File: src/design/tocm_defines.svh
// Constants for the timer output-compare channel
`ifndef TOCM_DEFINES_SVH
`define TOCM_DEFINES_SVH

// Bus geometry
`define TOCM_ADDR_W 12
`define TOCM_DATA_W 32
`define TOCM_CNT_W 16

// Register byte offsets
`define TOCM_MODE_CTRL_ADDR 12'h01C
`define TOCM_CMP_ADDR 12'h040
`define TOCM_STATUS_ADDR 12'h044

// Reset values
`define TOCM_MODE_CTRL_RST 16'h0000
`define TOCM_CMP_RST 16'h0000

// Mode register fields, channel 4
`define TOCM_CTRL_HI 15
`define TOCM_MODE_HI 14
`define TOCM_MODE_LO 12
`define TOCM_BUF_BIT 11
`define TOCM_DIR_HI 9
`define TOCM_DIR_LO 8
`define TOCM_FILT_HI 15
`define TOCM_FILT_LO 12
`define TOCM_PSC_HI 11
`define TOCM_PSC_LO 10
`define TOCM_DIR_OUTPUT 2'h0

// Status word fields
`define TOCM_STAT_REF_BIT 0
`define TOCM_STAT_DIR_BIT 1
`define TOCM_STAT_PAD_W 14

// Compare mode codes
`define TOCM_OC_FROZEN 3'h0
`define TOCM_OC_SET 3'h1
`define TOCM_OC_CLEAR 3'h2
`define TOCM_OC_TOGGLE 3'h3
`define TOCM_OC_FORCE_LOW 3'h4
`define TOCM_OC_FORCE_HIGH 3'h5
`define TOCM_OC_PWM1 3'h6
`define TOCM_OC_PWM2 3'h7

`endif

File: src/design/tocm_pkg.sv
// Types for the timer output-compare channel
`include "tocm_defines.svh"
package tocm_pkg;
   // Compare mode field encoding
   typedef enum logic [2:0] {
      TOCM_FROZEN = `TOCM_OC_FROZEN,
      TOCM_SET = `TOCM_OC_SET,
      TOCM_CLEAR = `TOCM_OC_CLEAR,
      TOCM_TOGGLE = `TOCM_OC_TOGGLE,
      TOCM_FORCE_LOW = `TOCM_OC_FORCE_LOW,
      TOCM_FORCE_HIGH = `TOCM_OC_FORCE_HIGH,
      TOCM_PWM1 = `TOCM_OC_PWM1,
      TOCM_PWM2 = `TOCM_OC_PWM2
   } tocm_mode_type;
endpackage

File: src/design/tocm_channel.sv
// Timer channel 4 output-compare logic with APB register slave
`timescale 1ns/1ps
`include "tocm_defines.svh"

// Notes on behaviour
// - Channel direction chosen by direction select
// - Output fields act only when direction zero
// - Capture fields act only when direction nonzero
// - Reference active high, pin follows polarity
// - Frozen mode: matches leave outputs alone
// - Mode 001 drives reference high on match
// - Mode 010 drives reference low on match
// - Mode 011 toggles reference on each match
// - Modes 100/101 force reference low/high
// - PWM1: active below compare, counting up
// - PWM2: inverse of PWM1 levels
// - PWM level moves on outcome change or on entry from frozen
// - Unbuffered writes reach shadow at once
// - Buffered reads and writes use buffer register
// - Buffer loads shadow on every update event while buffered
module tocm_channel (
   input wire logic I_REF_CLK,
   input wire logic I_RST,
   input wire logic I_PSEL,
   input wire logic I_PENABLE,
   input wire logic I_PWRITE,
   input wire logic [`TOCM_ADDR_W-1:0] I_PADDR,
   input wire logic [`TOCM_DATA_W-1:0] I_PWDATA,
   output logic [`TOCM_DATA_W-1:0] O_PRDATA,
   output logic O_PREADY,
   output logic O_PSLVERR,
   input wire logic [`TOCM_CNT_W-1:0] I_COUNTER_VALUE,
   input wire logic I_COUNT_DOWN,
   input wire logic I_UPDATE_EVENT,
   input wire logic I_CH4_OUTPUT_POLARITY,
   output logic O_CH4_REFERENCE_SIGNAL,
   output logic O_CH4_PIN_OUTPUT,
   output logic O_CH4_IS_OUTPUT,
   output logic [`TOCM_FILT_HI-`TOCM_FILT_LO:0] O_CH4_CAPTURE_FILTER,
   output logic [`TOCM_PSC_HI-`TOCM_PSC_LO:0] O_CH4_CAPTURE_PRESCALE
);

   // Register state
   logic [`TOCM_CTRL_HI:0] mode_ctrl_reg;
   logic [`TOCM_DATA_W-1:0] prdata_reg;
   logic ref_reg;
   logic ref_next;
   logic pin_reg;
   logic match_prev_reg;
   logic outcome_prev_reg;
   tocm_pkg::tocm_mode_type prev_mode_reg;

   // Decoded fields
   tocm_pkg::tocm_mode_type mode;
   logic dir_out;
   logic buf_en;
   logic [`TOCM_CNT_W-1:0] buffer_q;
   logic [`TOCM_CNT_W-1:0] shadow_q;
   logic [`TOCM_CNT_W-1:0] shadow_data;
   logic shadow_load;
   logic cmp_equal;
   logic cmp_less;
   logic cmp_greater;
   logic outcome;
   logic pwm_level;
   logic is_pwm;

   // Bus decode
   logic sel_mode;
   logic sel_cmp;
   logic sel_stat;
   logic mapped;
   logic access;
   logic wr_mode;
   logic wr_cmp;
   logic [`TOCM_DATA_W-1:0] rd_mux;

   // Address decode; anything else answers with an error
   assign sel_mode = (I_PADDR == `TOCM_MODE_CTRL_ADDR);
   assign sel_cmp = (I_PADDR == `TOCM_CMP_ADDR);
   assign sel_stat = (I_PADDR == `TOCM_STATUS_ADDR);
   assign mapped = sel_mode | sel_cmp | sel_stat;
   assign access = I_PSEL & I_PENABLE;
   assign wr_mode = access & I_PWRITE & sel_mode;
   assign wr_cmp = access & I_PWRITE & sel_cmp;

   // Zero wait states: read data is captured in the setup cycle
   assign O_PREADY = access;
   assign O_PSLVERR = access & ~mapped;
   assign O_PRDATA = prdata_reg;

   // Field extraction
   assign mode = tocm_pkg::tocm_mode_type'(
      mode_ctrl_reg[`TOCM_MODE_HI:`TOCM_MODE_LO]);
   assign dir_out = (mode_ctrl_reg[`TOCM_DIR_HI:`TOCM_DIR_LO] ==
                     `TOCM_DIR_OUTPUT);
   assign buf_en = mode_ctrl_reg[`TOCM_BUF_BIT] & dir_out;
   assign is_pwm = (mode == tocm_pkg::TOCM_PWM1) |
                   (mode == tocm_pkg::TOCM_PWM2);

   // Capture fields share bits with compare fields, shown only for inputs
   assign O_CH4_CAPTURE_FILTER = dir_out ? '0 :
      mode_ctrl_reg[`TOCM_FILT_HI:`TOCM_FILT_LO];
   assign O_CH4_CAPTURE_PRESCALE = dir_out ? '0 :
      mode_ctrl_reg[`TOCM_PSC_HI:`TOCM_PSC_LO];
   assign O_CH4_IS_OUTPUT = dir_out;
   assign O_CH4_REFERENCE_SIGNAL = ref_reg;
   assign O_CH4_PIN_OUTPUT = pin_reg;

   // Mode register: low half holds channels 3 and 4 fields, rest reads 0
   always_ff @(posedge I_REF_CLK) begin
      if (I_RST) begin
         mode_ctrl_reg <= `TOCM_MODE_CTRL_RST;
      end else if (wr_mode) begin
         mode_ctrl_reg <= I_PWDATA[`TOCM_CTRL_HI:0];
      end
   end

   // Buffered mode sends the write to the buffer only
   assign shadow_load = (wr_cmp & ~buf_en) |
                        (I_UPDATE_EVENT & buf_en);
   assign shadow_data = buf_en ? buffer_q :
                        I_PWDATA[`TOCM_CNT_W-1:0];

   // Buffer register, always tracks software writes
   tocm_word_reg #(
      .WIDTH(`TOCM_CNT_W),
      .RESET_VALUE(`TOCM_CMP_RST)
   ) u_buffer (
      .i_clk(I_REF_CLK),
      .i_rst(I_RST),
      .i_load(wr_cmp),
      .i_data(I_PWDATA[`TOCM_CNT_W-1:0]),
      .o_q(buffer_q)
   );

   // Active shadow register, the value the comparator uses
   tocm_word_reg #(
      .WIDTH(`TOCM_CNT_W),
      .RESET_VALUE(`TOCM_CMP_RST)
   ) u_shadow (
      .i_clk(I_REF_CLK),
      .i_rst(I_RST),
      .i_load(shadow_load),
      .i_data(shadow_data),
      .o_q(shadow_q)
   );

   // Counter against active compare value
   tocm_compare_unit #(
      .WIDTH(`TOCM_CNT_W)
   ) u_compare (
      .i_count(I_COUNTER_VALUE),
      .i_compare(shadow_q),
      .o_equal(cmp_equal),
      .o_less(cmp_less),
      .o_greater(cmp_greater)
   );

   // PWM1 level; PWM2 is its inverse in both directions
   assign outcome = I_COUNT_DOWN ? ~cmp_greater : cmp_less;
   assign pwm_level = (mode == tocm_pkg::TOCM_PWM2) ?
                      ~outcome : outcome;

   // Read mux; compare reads follow the buffer when it is enabled
   always_comb begin
      rd_mux = '0;
      if (sel_mode) begin
         rd_mux[`TOCM_CTRL_HI:0] = mode_ctrl_reg;
      end else if (sel_cmp) begin
         rd_mux[`TOCM_CNT_W-1:0] = buf_en ? buffer_q : shadow_q;
      end else if (sel_stat) begin
         rd_mux = {shadow_q, `TOCM_STAT_PAD_W'h0, dir_out, ref_reg};
      end
   end

   // Capture read data in setup so the access phase needs no wait
   always_ff @(posedge I_REF_CLK) begin
      if (I_RST) begin
         prdata_reg <= '0;
      end else if (I_PSEL & ~I_PENABLE & ~I_PWRITE) begin
         prdata_reg <= rd_mux;
      end
   end

   // Reference next level; an input channel freezes it
   always_comb begin
      ref_next = ref_reg;
      if (dir_out) begin
         case (mode)
            tocm_pkg::TOCM_FROZEN: begin
               ref_next = ref_reg;
            end
            tocm_pkg::TOCM_SET: begin
               if (cmp_equal) begin
                  ref_next = 1'h1;
               end
            end
            tocm_pkg::TOCM_CLEAR: begin
               if (cmp_equal) begin
                  ref_next = 1'h0;
               end
            end
            tocm_pkg::TOCM_TOGGLE: begin
               // Edge of match, so a stalled counter toggles once
               if (cmp_equal & ~match_prev_reg) begin
                  ref_next = ~ref_reg;
               end
            end
            tocm_pkg::TOCM_FORCE_LOW: begin
               ref_next = 1'h0;
            end
            tocm_pkg::TOCM_FORCE_HIGH: begin
               ref_next = 1'h1;
            end
            tocm_pkg::TOCM_PWM1,
            tocm_pkg::TOCM_PWM2: begin
               if ((outcome != outcome_prev_reg) |
                   (prev_mode_reg == tocm_pkg::TOCM_FROZEN)) begin
                  ref_next = pwm_level;
               end
            end
            default: begin
               ref_next = ref_reg;
            end
         endcase
      end
   end

   // Reference and pin; polarity high makes the pin active low
   always_ff @(posedge I_REF_CLK) begin
      if (I_RST) begin
         ref_reg <= 1'h0;
         pin_reg <= 1'h0;
      end else begin
         ref_reg <= ref_next;
         pin_reg <= ref_next ^ I_CH4_OUTPUT_POLARITY;
      end
   end

   // History for match edge, outcome change and mode switch
   always_ff @(posedge I_REF_CLK) begin
      if (I_RST) begin
         match_prev_reg <= 1'h0;
         outcome_prev_reg <= 1'h0;
         prev_mode_reg <= tocm_pkg::TOCM_FROZEN;
      end else begin
         match_prev_reg <= cmp_equal;
         outcome_prev_reg <= outcome;
         prev_mode_reg <= dir_out ? mode : tocm_pkg::TOCM_FROZEN;
      end
   end
endmodule // tocm_channel

File: src/design/tocm_compare_unit.sv
// Counter against compare value magnitude comparator
`timescale 1ns/1ps
module tocm_compare_unit #(
   parameter int WIDTH = 16
) (
   input wire logic [WIDTH-1:0] i_count,
   input wire logic [WIDTH-1:0] i_compare,
   output logic o_equal,
   output logic o_less,
   output logic o_greater
);
   // Unsigned compare, both sides same width
   assign o_equal = (i_count == i_compare);
   assign o_less = (i_count < i_compare);
   assign o_greater = (i_count > i_compare);
endmodule // tocm_compare_unit

File: src/design/tocm_word_reg.sv
// Loadable word register with synchronous reset
`timescale 1ns/1ps
module tocm_word_reg #(
   parameter int WIDTH = 16,
   parameter logic [WIDTH-1:0] RESET_VALUE = '0
) (
   input wire logic i_clk,
   input wire logic i_rst,
   input wire logic i_load,
   input wire logic [WIDTH-1:0] i_data,
   output logic [WIDTH-1:0] o_q
);
   // Holds unless loaded
   always_ff @(posedge i_clk) begin
      if (i_rst) begin
         o_q <= RESET_VALUE;
      end else if (i_load) begin
         o_q <= i_data;
      end
   end
endmodule // tocm_word_reg
File: config.mk
export PLATFORM = sky130hd
export DESIGN_NAME = tocm_channel
export DESIGN_NICKNAME = d
export VERILOG_FILES = /design/src/design/tocm_pkg.sv /design/src/design/tocm_channel.sv /design/src/design/tocm_compare_unit.sv /design/src/design/tocm_word_reg.sv
export VERILOG_INCLUDE_DIRS = /design/src /design/src/design
export SDC_FILE = /design/constraint.sdc
export NUM_CORES = 1
export LEC_CHECK = 0
export BUFFER_PORTS_ARGS = -buffer_cell sky130_fd_sc_hd__buf_2
export CAP_MARGIN = 10
export CORE_UTILIZATION = 57
export CTS_BUF_LIST = sky130_fd_sc_hd__clkbuf_16
export DETAILED_ROUTE_END_ITERATION = 8
export PLACE_DENSITY = 0.81
export REMOVE_ABC_BUFFERS = 1
export SLEW_MARGIN = 20
export SYNTH_ARGS = -nofsm -noshare
export SYNTH_HDL_FRONTEND = slang
export SYNTH_SLANG_ARGS = --single-unit
File: constraint.sdc
create_clock -name I_REF_CLK -period 7.2 [get_ports I_REF_CLK]
set_input_delay 1.44 -clock I_REF_CLK [delete_from_list [all_inputs] [get_ports I_REF_CLK]]
set_output_delay 1.44 -clock I_REF_CLK [all_outputs]
set_load 0.005 [all_outputs]
Word-level counts from Yosys, hierarchy flattened
Cells that the tools add are included.

Register bits after elaboration: 87. Output and inout port bits: 43.

Order comparisons: 2. Equal/unequal tests: 12. Mux-type cells: 17. Bitwise operators: 25. Reduce and logical (&&, ||, !) cells: 5.

Operators with widths (count): 16-bit two-way mux (6); 32-bit two-way mux (1); 12-bit by 7-bit == test with 1-bit output (second input constant) (2); 16-bit == test (1); 16-bit greater-than comparator (1); 16-bit < comparator (1); 12-bit by 5-bit == test with 1-bit output (second input constant) (1); 3-bit == test (second input constant) (4); 1-bit bitwise AND (11); 1-bit inverter (9); 1-bit two-way mux (7); 1-bit one-hot mux with 7 select lines (1); 3-bit by 2-bit == test with 1-bit output (second input constant) (2); 3-bit logical NOT (2); 4-bit two-way mux (1); 1-bit OR (4); 2-bit OR reduction (2); 3-bit by 1-bit == test with 1-bit output (second input constant) (1); 2-bit logical NOT (1); 2-bit two-way mux (1); 1-bit != test (1); 1-bit bitwise XOR (1).

Longest topological paths before layout
Gate-level depths: netlist (run 1).

Word-level depth: 9. Depth in mapped cells: 9. Mapped depth without buffers: 9.

Cells and area by module
A second synthesis (run 1) with hierarchy kept.

Cells, all modules: 476. Area, all modules: 4295.4 um2.

Modules (own cells, without submodules): tocm_channel (times used 1, cells each 313, area an instance 2697.6 um2, sequential area each 1101.1 um2); tocm_word_reg (times used 2, cells each 52, area an instance 580.6 um2, sequential area each 320.3 um2); tocm_compare_unit (times used 1, cells each 59, area an instance 436.7 um2, sequential area each 0.0 um2).

Worst setup path before layout (run 1)
No wires, ideal clock.

Path type: input port to output port. From: input port I_PADDR[5]. To: output port O_PSLVERR. Data arrival time: 2559 ps. Slack: 3201 ps. Stages: 5. Buffers on the path: 1. Cells stage by stage: nor4_1 nand2_1 nor2_1 clkbuf_1 nor3b_1.

Longest elaborated chain between the ends: 5.

Ends and longest elaborated chain: start: declaration (line tocm_channel.sv:27) `` input wire logic [`TOCM_ADDR_W-1:0] I_PADDR, ``; 12-bit by 5-bit == test with 1-bit output (no line) or 12-bit by 7-bit == test with 1-bit output (tied branches); 1-bit OR (line tocm_channel.sv:82) `assign mapped = sel_mode | sel_cmp | sel_stat;`; 1-bit OR * (line tocm_channel.sv:82); 1-bit inverter * (line tocm_channel.sv:89) `assign O_PSLVERR = access & ~mapped;`; 1-bit bitwise AND * (line tocm_channel.sv:89); end: declaration (line tocm_channel.sv:31) `output logic O_PSLVERR,`.

Mark *: on every way between the ends. The rest lies on a longest branch, timed or not.

Worst setup path after layout (run 1)
From: input port I_PADDR[11]. To: output port O_PSLVERR.

Same word-level chain as after synthesis.

==> results of run 1 <==
==> critical path, stage by stage <==
cell and delay, ns:
buf_2 0.09, nor4_1 0.30, nand2_1 0.17, nor2_1 0.13
buf_4 0.27, nor3b_1 0.08, buf_2 0.13
==> per-layer routing <==
metal	wire [µm]	vias to the layer above
met1	4545	1825
met5	0	-
met3	813	16
met4	175	0
met2	4989	144
li1	-	1950
==> cell usage after synthesis, drive strengths merged <==
cell type  instances
clkbuf            27
a21oi             59
nor3b              1
o31ai              2
a41oi              1
nor2b             10
nor3              18
or4b               1
mux2i             17
a21o               3
a311oi            16
o211ai             2
xnor2              1
nand4b             1
or3                2
and2               7
nand2            110
nand4              2
buf                9
o21ai              2
or2                1
o221ai             1
nand3             18
ha                16
o21a               1
a221o              1
dfxtp             87
nand2b             1
a221oi             1
mux2               1
a211oi            17
inv               17
nor2              58
nor4b              1
and3               1
nor4               2
and4               4
==> stage by stage <==
stage / utilization (%) / power [W]
after floorplan: - / 0.0005257
after global placement: 67.41 / 0.0005617
after detailed placement: 67.41 / 0.0005638
after CTS: 71.69 / 0.001018
after global routing: 71.77 / 0.001050
final: 71.77 / 0.001017
==> cells by family after synthesis <==
family | count (synthesis) | synth area share [%]
simple gates | 238 | 25.27
compound gates | 106 | 18.60
flops | 87 | 41.43
buf+inv | 53 | 5.417
mux | 18 | 4.315
fa+ha+maj | 16 | 4.762
xor+xnor | 1 | 0.2084
==> final timing paths <==
kind / startpoint / to / slack (ns) / cells after the start
worst max-delay path: I_PADDR[11] / O_PSLVERR / 3.14 / 7
worst min-delay path: O_PRDATA[20] / O_PRDATA[20] / 0.45 / 2
worst max register to register: mode_ctrl_reg[8] / u_shadow.o_q[0] / 4.06 / 7
worst min register to register: O_PRDATA[20] / O_PRDATA[20] / 0.45 / 2
==> placed cells by master (no fill, tap or decap), types with 14 or more instances in the layout <==
master    instances
nor2_1           53
buf_2            94
nand3_1          18
mux2i_1          17
inv_1            17
a311oi_2         14
nand2_1         110
nor3_1           17
dfxtp_1          87
ha_1             16
a211oi_1         17
a21oi_1          59
==> where the power goes <==
| group | internal, W | switching [W] |
|---|---|---|
| registers | 0.000486 | 0.00000243 |
| logic | 0.0000274 | 0.0000375 |
| clock network | 0.000269 | 0.000194 |
==> layout make-up <==
| cell class | count | area [µm²] | share of cell area (%) |
|---|---|---|---|
| Inverter | 17 | 63.81 | 1.280 |
| Tap cell | 96 | 120.1 | 2.410 |
| Timing Repair Buffer | 100 | 515.5 | 10.34 |
| Clock buffer | 9 | 225.2 | 4.519 |
| Sequential cell | 87 | 1742 | 34.95 |
| Multi-Input combinational cell | 379 | 2245 | 45.04 |
| Clock inverter | 7 | 72.57 | 1.456 |
==> flow_metrics.env, run 1 <==
export IMPL_status="completed"
export IMPL_period_share_pct=56.36
export IMPL_ys_top_cells_by_area="dfxtp_1, nand2_1, a21oi_1"
export IMPL_track_usage_pct=29.06
export IMPL_finClkSkew_ns=0.005026
export IMPL_drcViolationCount=0
export IMPL_fmaxAchievable_mhz=246.4
export IMPL_area_delta_synth_final_pct=18.54
export IMPL_tns_ns=0
export IMPL_yosys_warnings=0
export IMPL_hold_ws_ns=0.4474
export IMPL_syn_inst=519
export IMPL_clk_latency_ns=0.34
export IMPL_detailedRoute_firstIterationViolations=189
export IMPL_cp_max_fo=18
export IMPL_met3_usage_pct=7.257
export IMPL_via_count=3935
export IMPL_met1_usage_pct=35.87
export IMPL_gp_congestion=0.7882
export IMPL_initial_utilization_pct=60.54
export IMPL_core_um2=6944
export IMPL_numPortBuffers=94
export IMPL_setup_violations=0
export IMPL_largest_reg_flops=32
export IMPL_via_per_inst=5.662
export IMPL_p_per_area_nw_per_um2=204.0
export IMPL_ios=111
export IMPL_fin_cells=695
export IMPL_antenna_found_initial=0
export IMPL_yosysSeqAreaShare_pct=41.43
export IMPL_htree_levels=3
export IMPL_dpl_cell_area_um2=4681
export IMPL_post_cts_buffers=0
export IMPL_rsz0062_at_grt="no"
export IMPL_synth_top_area_share_pct=41.43
export IMPL_ctsHoldBuffers=0
export IMPL_p_leak_nw=1.860
export IMPL_cts_sinks=87
export IMPL_slew_headroom_pct=25.87
export IMPL_n_antenna_cell=0
export IMPL_cts_tree="yes"
export IMPL_cts_buffers=9
export IMPL_design_die_area_um2=7723
export IMPL_final_nets=678
export IMPL_cts_resized=0
export IMPL_endpoint_kind="output pin"
export IMPL_wirelength_um=10520
export IMPL_arrival_ns=2.62
export IMPL_drv_slew=0
export IMPL_dr_pass1_iters=4
export IMPL_grt_use_met2_pct=48.13
export IMPL_fillCellCount=561
export IMPL_synth_cell_types=43
export IMPL_die_y_um=87.88
export IMPL_setup_ws_ns=3.142
export IMPL_num_rows=30
export IMPL_wire_per_inst_um=15.14
export IMPL_synth_seq_cells=87
export IMPL_grt_pass1_vias=3685
export IMPL_ir_drop_uv=148.7
export IMPL_die_w_um=87.88
export IMPL_period_needed_ns=4.058
export IMPL_cap_violations=0
export IMPL_hp_class="reg -> reg"
export IMPL_overflow=0
export IMPL_ant_nets=0
export IMPL_cts_root_buf="clkbuf_16"
export IMPL_yosysTopAreaCell="dfxtp_1"
export IMPL_clkTransAtPathRegs_ns=0.06
export IMPL_cp_start_kind="primary input"
export IMPL_hpwl_um=6826
export IMPL_hold_viol=0
export IMPL_critPathKind="in -> out"
export IMPL_placed_cells=679
export IMPL_worst_slew_pin_slew_ns=1.109
export IMPL_avgSynthCellArea_um2=8.100
export IMPL_pre_cts_ws_ns=2.681
export IMPL_cts_path_max_buffers=2
export IMPL_netlist_area_um2=4204
export IMPL_required_ns=5.76
export IMPL_grt_pass1_wl_um=17020
export IMPL_layout_drive_gt1_share_pct=23.71
export IMPL_grt_busiest_layer="met2"
export IMPL_postLayoutCellArea_um2=4984
export IMPL_grt_max_degree=87
Note: power is estimated with default switching activity, not from simulation.
==> inputs of run 2 (changes only) <==
CORE_UTILIZATION = 53   (was 57)
PLACE_DENSITY = 0.76   (was 0.81)
clock period = 4 ns   (was 7.2 ns; I/O delays follow)
==> run 2 against run 1 <==
  * Worst setup slack got worse by 2.0 ns
  * Sequential share of layout area fell by 0.42 points
  * Count of clock-buffer cells in the layout stayed put
  * Global-route usage fell by 1.7 points
  * First-iteration DRC count rose by 1.1%
  * Clock power increased by 91%
  * Utilization shrank 6.1 points
  * Die area increased by 7.4%
  * Highest routed layer unchanged
==> flow_metrics.env, run 2 (synthesis gave the netlist of run 1 again) <==
export IMPL_cp_max_fo=5
export IMPL_cts_tree="yes"
export IMPL_cts_sinks=87
export IMPL_reg2reg_depth=8
export IMPL_total_power_w=0.001883
export IMPL_hold_viol=0
export IMPL_die_w_um=91.06
export IMPL_mostFrequentLayoutCells="nand2_1, buf_2, dfxtp_1, a21oi_1, nor2_1"
export IMPL_ir_drop_uv=190.2
export IMPL_cts_resized=0
export IMPL_cap_violations=0
export IMPL_slowest_delay_ns=0.37
export IMPL_die_y_um=91.06
export IMPL_wire_per_inst_um=15.65
export IMPL_p_per_area_nw_per_um2=373.3
export IMPL_ios=111
export IMPL_register_area_um2=1742
export IMPL_track_usage_pct=27.40
export IMPL_initial_utilization_pct=54.69
export IMPL_design_die_area_um2=8292
export IMPL_hold_start="O_PRDATA[20]"
export IMPL_dpl_cell_area_um2=4726
export IMPL_setup_violations=0
export IMPL_cts_root_buf="clkbuf_16"
export IMPL_area_delta_synth_final_pct=20.00
export IMPL_endpoint_kind="flop"
export IMPL_min_path_cells=2
export IMPL_hp_class="reg -> reg"
export IMPL_drv_slew=0
export IMPL_critPathKind="in -> reg"
export IMPL_required_ns=4.22
export IMPL_p_leak_nw=1.899
export IMPL_via_count=3965
export IMPL_ctsHoldBuffers=0
export IMPL_antenna_found_initial=0
export IMPL_core_um2=7687
export IMPL_grt_max_degree=46
export IMPL_final_nets=683
export IMPL_worst_path_buf_inv=1
export IMPL_via_per_inst=5.616
export IMPL_rsz0062_at_grt="no"
export IMPL_dr_pass1_iters=4
export IMPL_slew_headroom_pct=27.44
export IMPL_fillCellCount=670
export IMPL_num_rows=32
export IMPL_cp_start_kind="primary input"
export IMPL_gp_congestion=0.8144
export IMPL_cp_depth=9
export IMPL_n_antenna_cell=0
export IMPL_detailedRoute_firstIterationViolations=191
export IMPL_cp_startpoint="I_COUNTER_VALUE[15]"
export IMPL_rr_startpoint="mode_ctrl_reg[8]"
export IMPL_worst_slew_pin_slew_ns=1.084
export IMPL_period_needed_ns=2.864
export IMPL_wirelength_um=11050
export IMPL_period_share_pct=71.59
export IMPL_grt_pass1_wl_um=17840
export IMPL_layout_drive_gt1_share_pct=24.34
export IMPL_multi_input_area_um2=2245
export IMPL_tns_ns=0
export IMPL_cp_top_family="simple AND/OR/NAND/NOR gates"
export IMPL_postLayoutCellArea_um2=5045
export IMPL_cts_buffers=9
export IMPL_final_common_cell="nand2_1"
export IMPL_clkTransAtPathRegs_ns=0.07
export IMPL_numPortBuffers=94
export IMPL_status="completed"
export IMPL_grt_pass1_vias=3780
export IMPL_ant_nets=0
export IMPL_finClkSkew_ns=0.005284
export IMPL_fmaxAchievable_mhz=349.2
export IMPL_largest_reg_flops=32
export IMPL_crit_slowest_cell="a221oi_2"
export IMPL_post_cts_buffers=0
export IMPL_hpwl_um=7485
export IMPL_overflow=0
export IMPL_cts_path_max_buffers=2
export IMPL_htree_levels=3
export IMPL_arrival_ns=3.08
export IMPL_crit_path_cell_trace="buf_2, ha_1, and4_1, nand4_1, or2_2, o31ai_2, mux2i_1, a221oi_2, mux2_1"
export IMPL_clk_latency_ns=0.33
export IMPL_drcViolationCount=0
[run 2: changes by cell type in the layout (fill, tap and decap cells not counted)]
cell,delta
nand2_2,+2
clkinv_2,-1
bufinv_16,+1
nand2_1,-2
inv_6,-1
nor2_4,-1
nor2_2,+1
clkinv_1,+1
buf_4,+5
clkinvlp_4,-1
inv_1,+1
[run 2: per-stage QoR]
stage	worst slack, ns	cells	hold slack (ns)	utilization [%]
after floorplan	0.6810	483	0.4307	-
after global placement	0.9170	690	0.4357	61.47
after detailed placement	0.8151	690	0.4447	61.47
after CTS	1.141	706	0.4513	65.56
after global routing	0.9766	706	0.4697	65.63
final	1.136	706	0.4505	65.63
[run 2: final cells by class]
class	count	area share, %
Clock buffer	9	4.464
Clock inverter	7	1.761
Inverter	17	1.265
Multi-Input combinational cell	379	44.49
Sequential cell	87	34.52
Tap cell	102	2.530
Timing Repair Buffer	105	10.96
[run 2: tightest hold or removal path, cell delays in order (launching register included)]
cell and delay [ns]:
dfxtp_1 0.31, nand2_1 0.05, a21oi_1 0.05
[run 2: final timing paths]
check                           to  slack (ns)
setup / recovery  O_CH4_PIN_OUTPUT        1.14
hold / removal        O_PRDATA[20]        0.45
hold reg to reg       O_PRDATA[20]        0.45
setup reg to reg   u_shadow.o_q[7]        1.18
[run 2: routing by layer]
| metal | track usage [%] | vias up | wire length, µm |
|---|---|---|---|
| met5 | 0 | - | 0 |
| met1 | 32.39 | 1866 | 4766 |
| li1 | - | 1949 | - |
| met3 | 4.271 | 19 | 481 |
| met4 | 10.05 | 0 | 231 |
| met2 | 49.81 | 131 | 5570 |
[run 2: report_power, final]
group / internal, W / switching [W] / leakage, nW / total (W)
Sequential: 0.000875 / 0.00000444 / 0.703 / 0.000879
Clock: 0.000543 / 0.000341 / 0.154 / 0.000883
Combinational: 0.0000504 / 0.0000700 / 1.04 / 0.000120
Total: 0.00147 / 0.000415 / 1.90 / 0.00188
==> inputs of run 3 (changes only) <==
clock period = 2.7 ns   (was 4 ns; I/O delays follow)
==> run 3 against run 2 <==
  * Sequential share of layout area decreased by 0.89 points
  * Global-route usage increased by 0.58 points
  * Total power increased by 42%
  * Non-clock buffer count increased by 18
  * Design area increased by 2.7%
  * Flip-flop and latch count unchanged
  * Critical path type is now reg -> reg
  * Largest cell class unchanged
  * Largest power group is now sequential cells
==> flow_metrics.env, run 3 (synthesis gave the netlist of run 1 again) <==
export IMPL_final_common_cell="nand2_1"
export IMPL_cts_buffers=9
export IMPL_ir_drop_uv=371.3
export IMPL_grt_pass1_wl_um=18310
export IMPL_required_ns=2.92
export IMPL_fillCellCount=674
export IMPL_numPortBuffers=94
export IMPL_dpl_cell_area_um2=4898
export IMPL_arrival_ns=2.79
export IMPL_setup_violations=0
export IMPL_largest_reg_flops=32
export IMPL_pre_cts_ws_ns=-0.08445
export IMPL_design_die_area_um2=8292
export IMPL_period_needed_ns=2.567
export IMPL_cts_path_max_buffers=2
export IMPL_period_share_pct=95.07
export IMPL_setup_ws_ns=0.1332
export IMPL_slew_headroom_pct=57.98
export IMPL_cts_root_buf="clkbuf_16"
export IMPL_p_per_area_nw_per_um2=516.4
export IMPL_n_antenna_cell=0
export IMPL_dr_wl_met2_um=5604
export IMPL_cp_max_fo=4
export IMPL_clk_latency_ns=0.33
export IMPL_track_usage_pct=27.98
export IMPL_antenna_found_initial=0
export IMPL_cap_violations=0
export IMPL_cts_sinks=87
export IMPL_final_nets=701
export IMPL_htree_levels=3
export IMPL_layout_drive_gt1_share_pct=26.09
export IMPL_critPathKind="reg -> reg"
export IMPL_via_count=4042
export IMPL_hold_viol=0
export IMPL_tns_ns=0
export IMPL_worst_slew_pin_slew_ns=0.6304
export IMPL_initial_utilization_pct=54.69
export IMPL_core_um2=7687
export IMPL_die_y_um=91.06
export IMPL_cts_tree="yes"
export IMPL_overflow=0
export IMPL_detailedRoute_firstIterationViolations=161
export IMPL_die_w_um=91.06
export IMPL_postLayoutCellArea_um2=5179
export IMPL_fmaxAchievable_mhz=389.6
export IMPL_via_per_inst=5.591
export IMPL_hp_class="reg -> reg"
export IMPL_endpoint_kind="flop"
export IMPL_wl_met1_um=4550
export IMPL_cp_start_kind="flop"
export IMPL_wirelength_um=11140
export IMPL_p_leak_nw=1.978
export IMPL_met3_length_um=822
export IMPL_top_layer_used="met4"
export IMPL_hpwl_um=7499
export IMPL_clkTransAtPathRegs_ns=0.06
export IMPL_finClkSkew_ns=0.007302
export IMPL_post_cts_buffers=0
export IMPL_status="completed"
export IMPL_area_delta_synth_final_pct=23.18
export IMPL_dr_pass1_iters=4
export IMPL_num_rows=32
export IMPL_gp_congestion=0.8198
export IMPL_grt_pass1_vias=3889
export IMPL_drv_slew=0
export IMPL_ant_nets=0
export IMPL_ios=111
export IMPL_grt_max_degree=43
export IMPL_drcViolationCount=0
export IMPL_rsz0062_at_grt="no"
export IMPL_wire_per_inst_um=15.41
export IMPL_mostFrequentLayoutCells="nand2_1, buf_2, dfxtp_1, a21oi_1, nor2_1"
export IMPL_hold_ws_ns=0.4460
==> run 3: repair_timing <==
action | in CTS | in global routing
hold buffers | 0 | 0
gates resized for setup | 0 | 1
endpoints found under the setup margin | 0 | 1
==> run 3: path summary, 6_finish.rpt <==
path | depth (start not counted) | slack [ns] | startpoint | endpoint
max | 10 | 0.13 | u_shadow.o_q[13] | O_CH4_PIN_OUTPUT
max reg2reg | 10 | 0.13 | u_shadow.o_q[13] | O_CH4_PIN_OUTPUT
min | 2 | 0.45 | O_PRDATA[28] | O_PRDATA[28]
min reg2reg | 2 | 0.45 | O_PRDATA[28] | O_PRDATA[28]
==> run 3: per-layer routing <==
layer,up-vias,GRT usage [%]
li1,1986,-
met1,1891,33.59
met2,152,49.49
met3,13,4.523
met4,0,11.51
met5,-,0
==> run 3: cell type report <==
type / count / area (µm²) / area share [%]
clock inverters: 6 / 53.80 / 1.039
well taps: 102 / 127.6 / 2.464
inverters: 17 / 63.81 / 1.232
multi-input cells: 379 / 2241 / 43.27
clock buffers: 9 / 225.2 / 4.349
flip-flops and latches: 87 / 1742 / 33.63
repair buffers: 123 / 725.7 / 14.01
==> run 3: where the power goes <==
part	internal [W]	switching, W	total [W]	leakage [nW]
clock	0.000700	0.000485	0.00118	0.138
combinational	0.0000823	0.000104	0.000187	1.14
sequential	0.00130	0.00000631	0.00130	0.703
total	0.00208	0.000595	0.00267	1.98
==> run 3: stage by stage <==
stage                     total power (W)  utilization, %  std cells
after floorplan                  0.001402               -        483
after global placement           0.001511           63.72        708
after detailed placement         0.001517           63.72        708
after CTS                        0.002689           67.35        723
after global routing             0.002763           67.37        723
final                            0.002674           67.37        723
==> run 3: worst max-delay path: stages (launching register included) <==
cell and delay, ns:
dfxtp_1 0.40, inv_1 0.07, ha_1 0.29, and4_2 0.27
nand4_1 0.13, or2_2 0.30, o31ai_2 0.06, buf_4 0.16
mux2i_1 0.09, a221oi_2 0.34, mux2_1 0.35
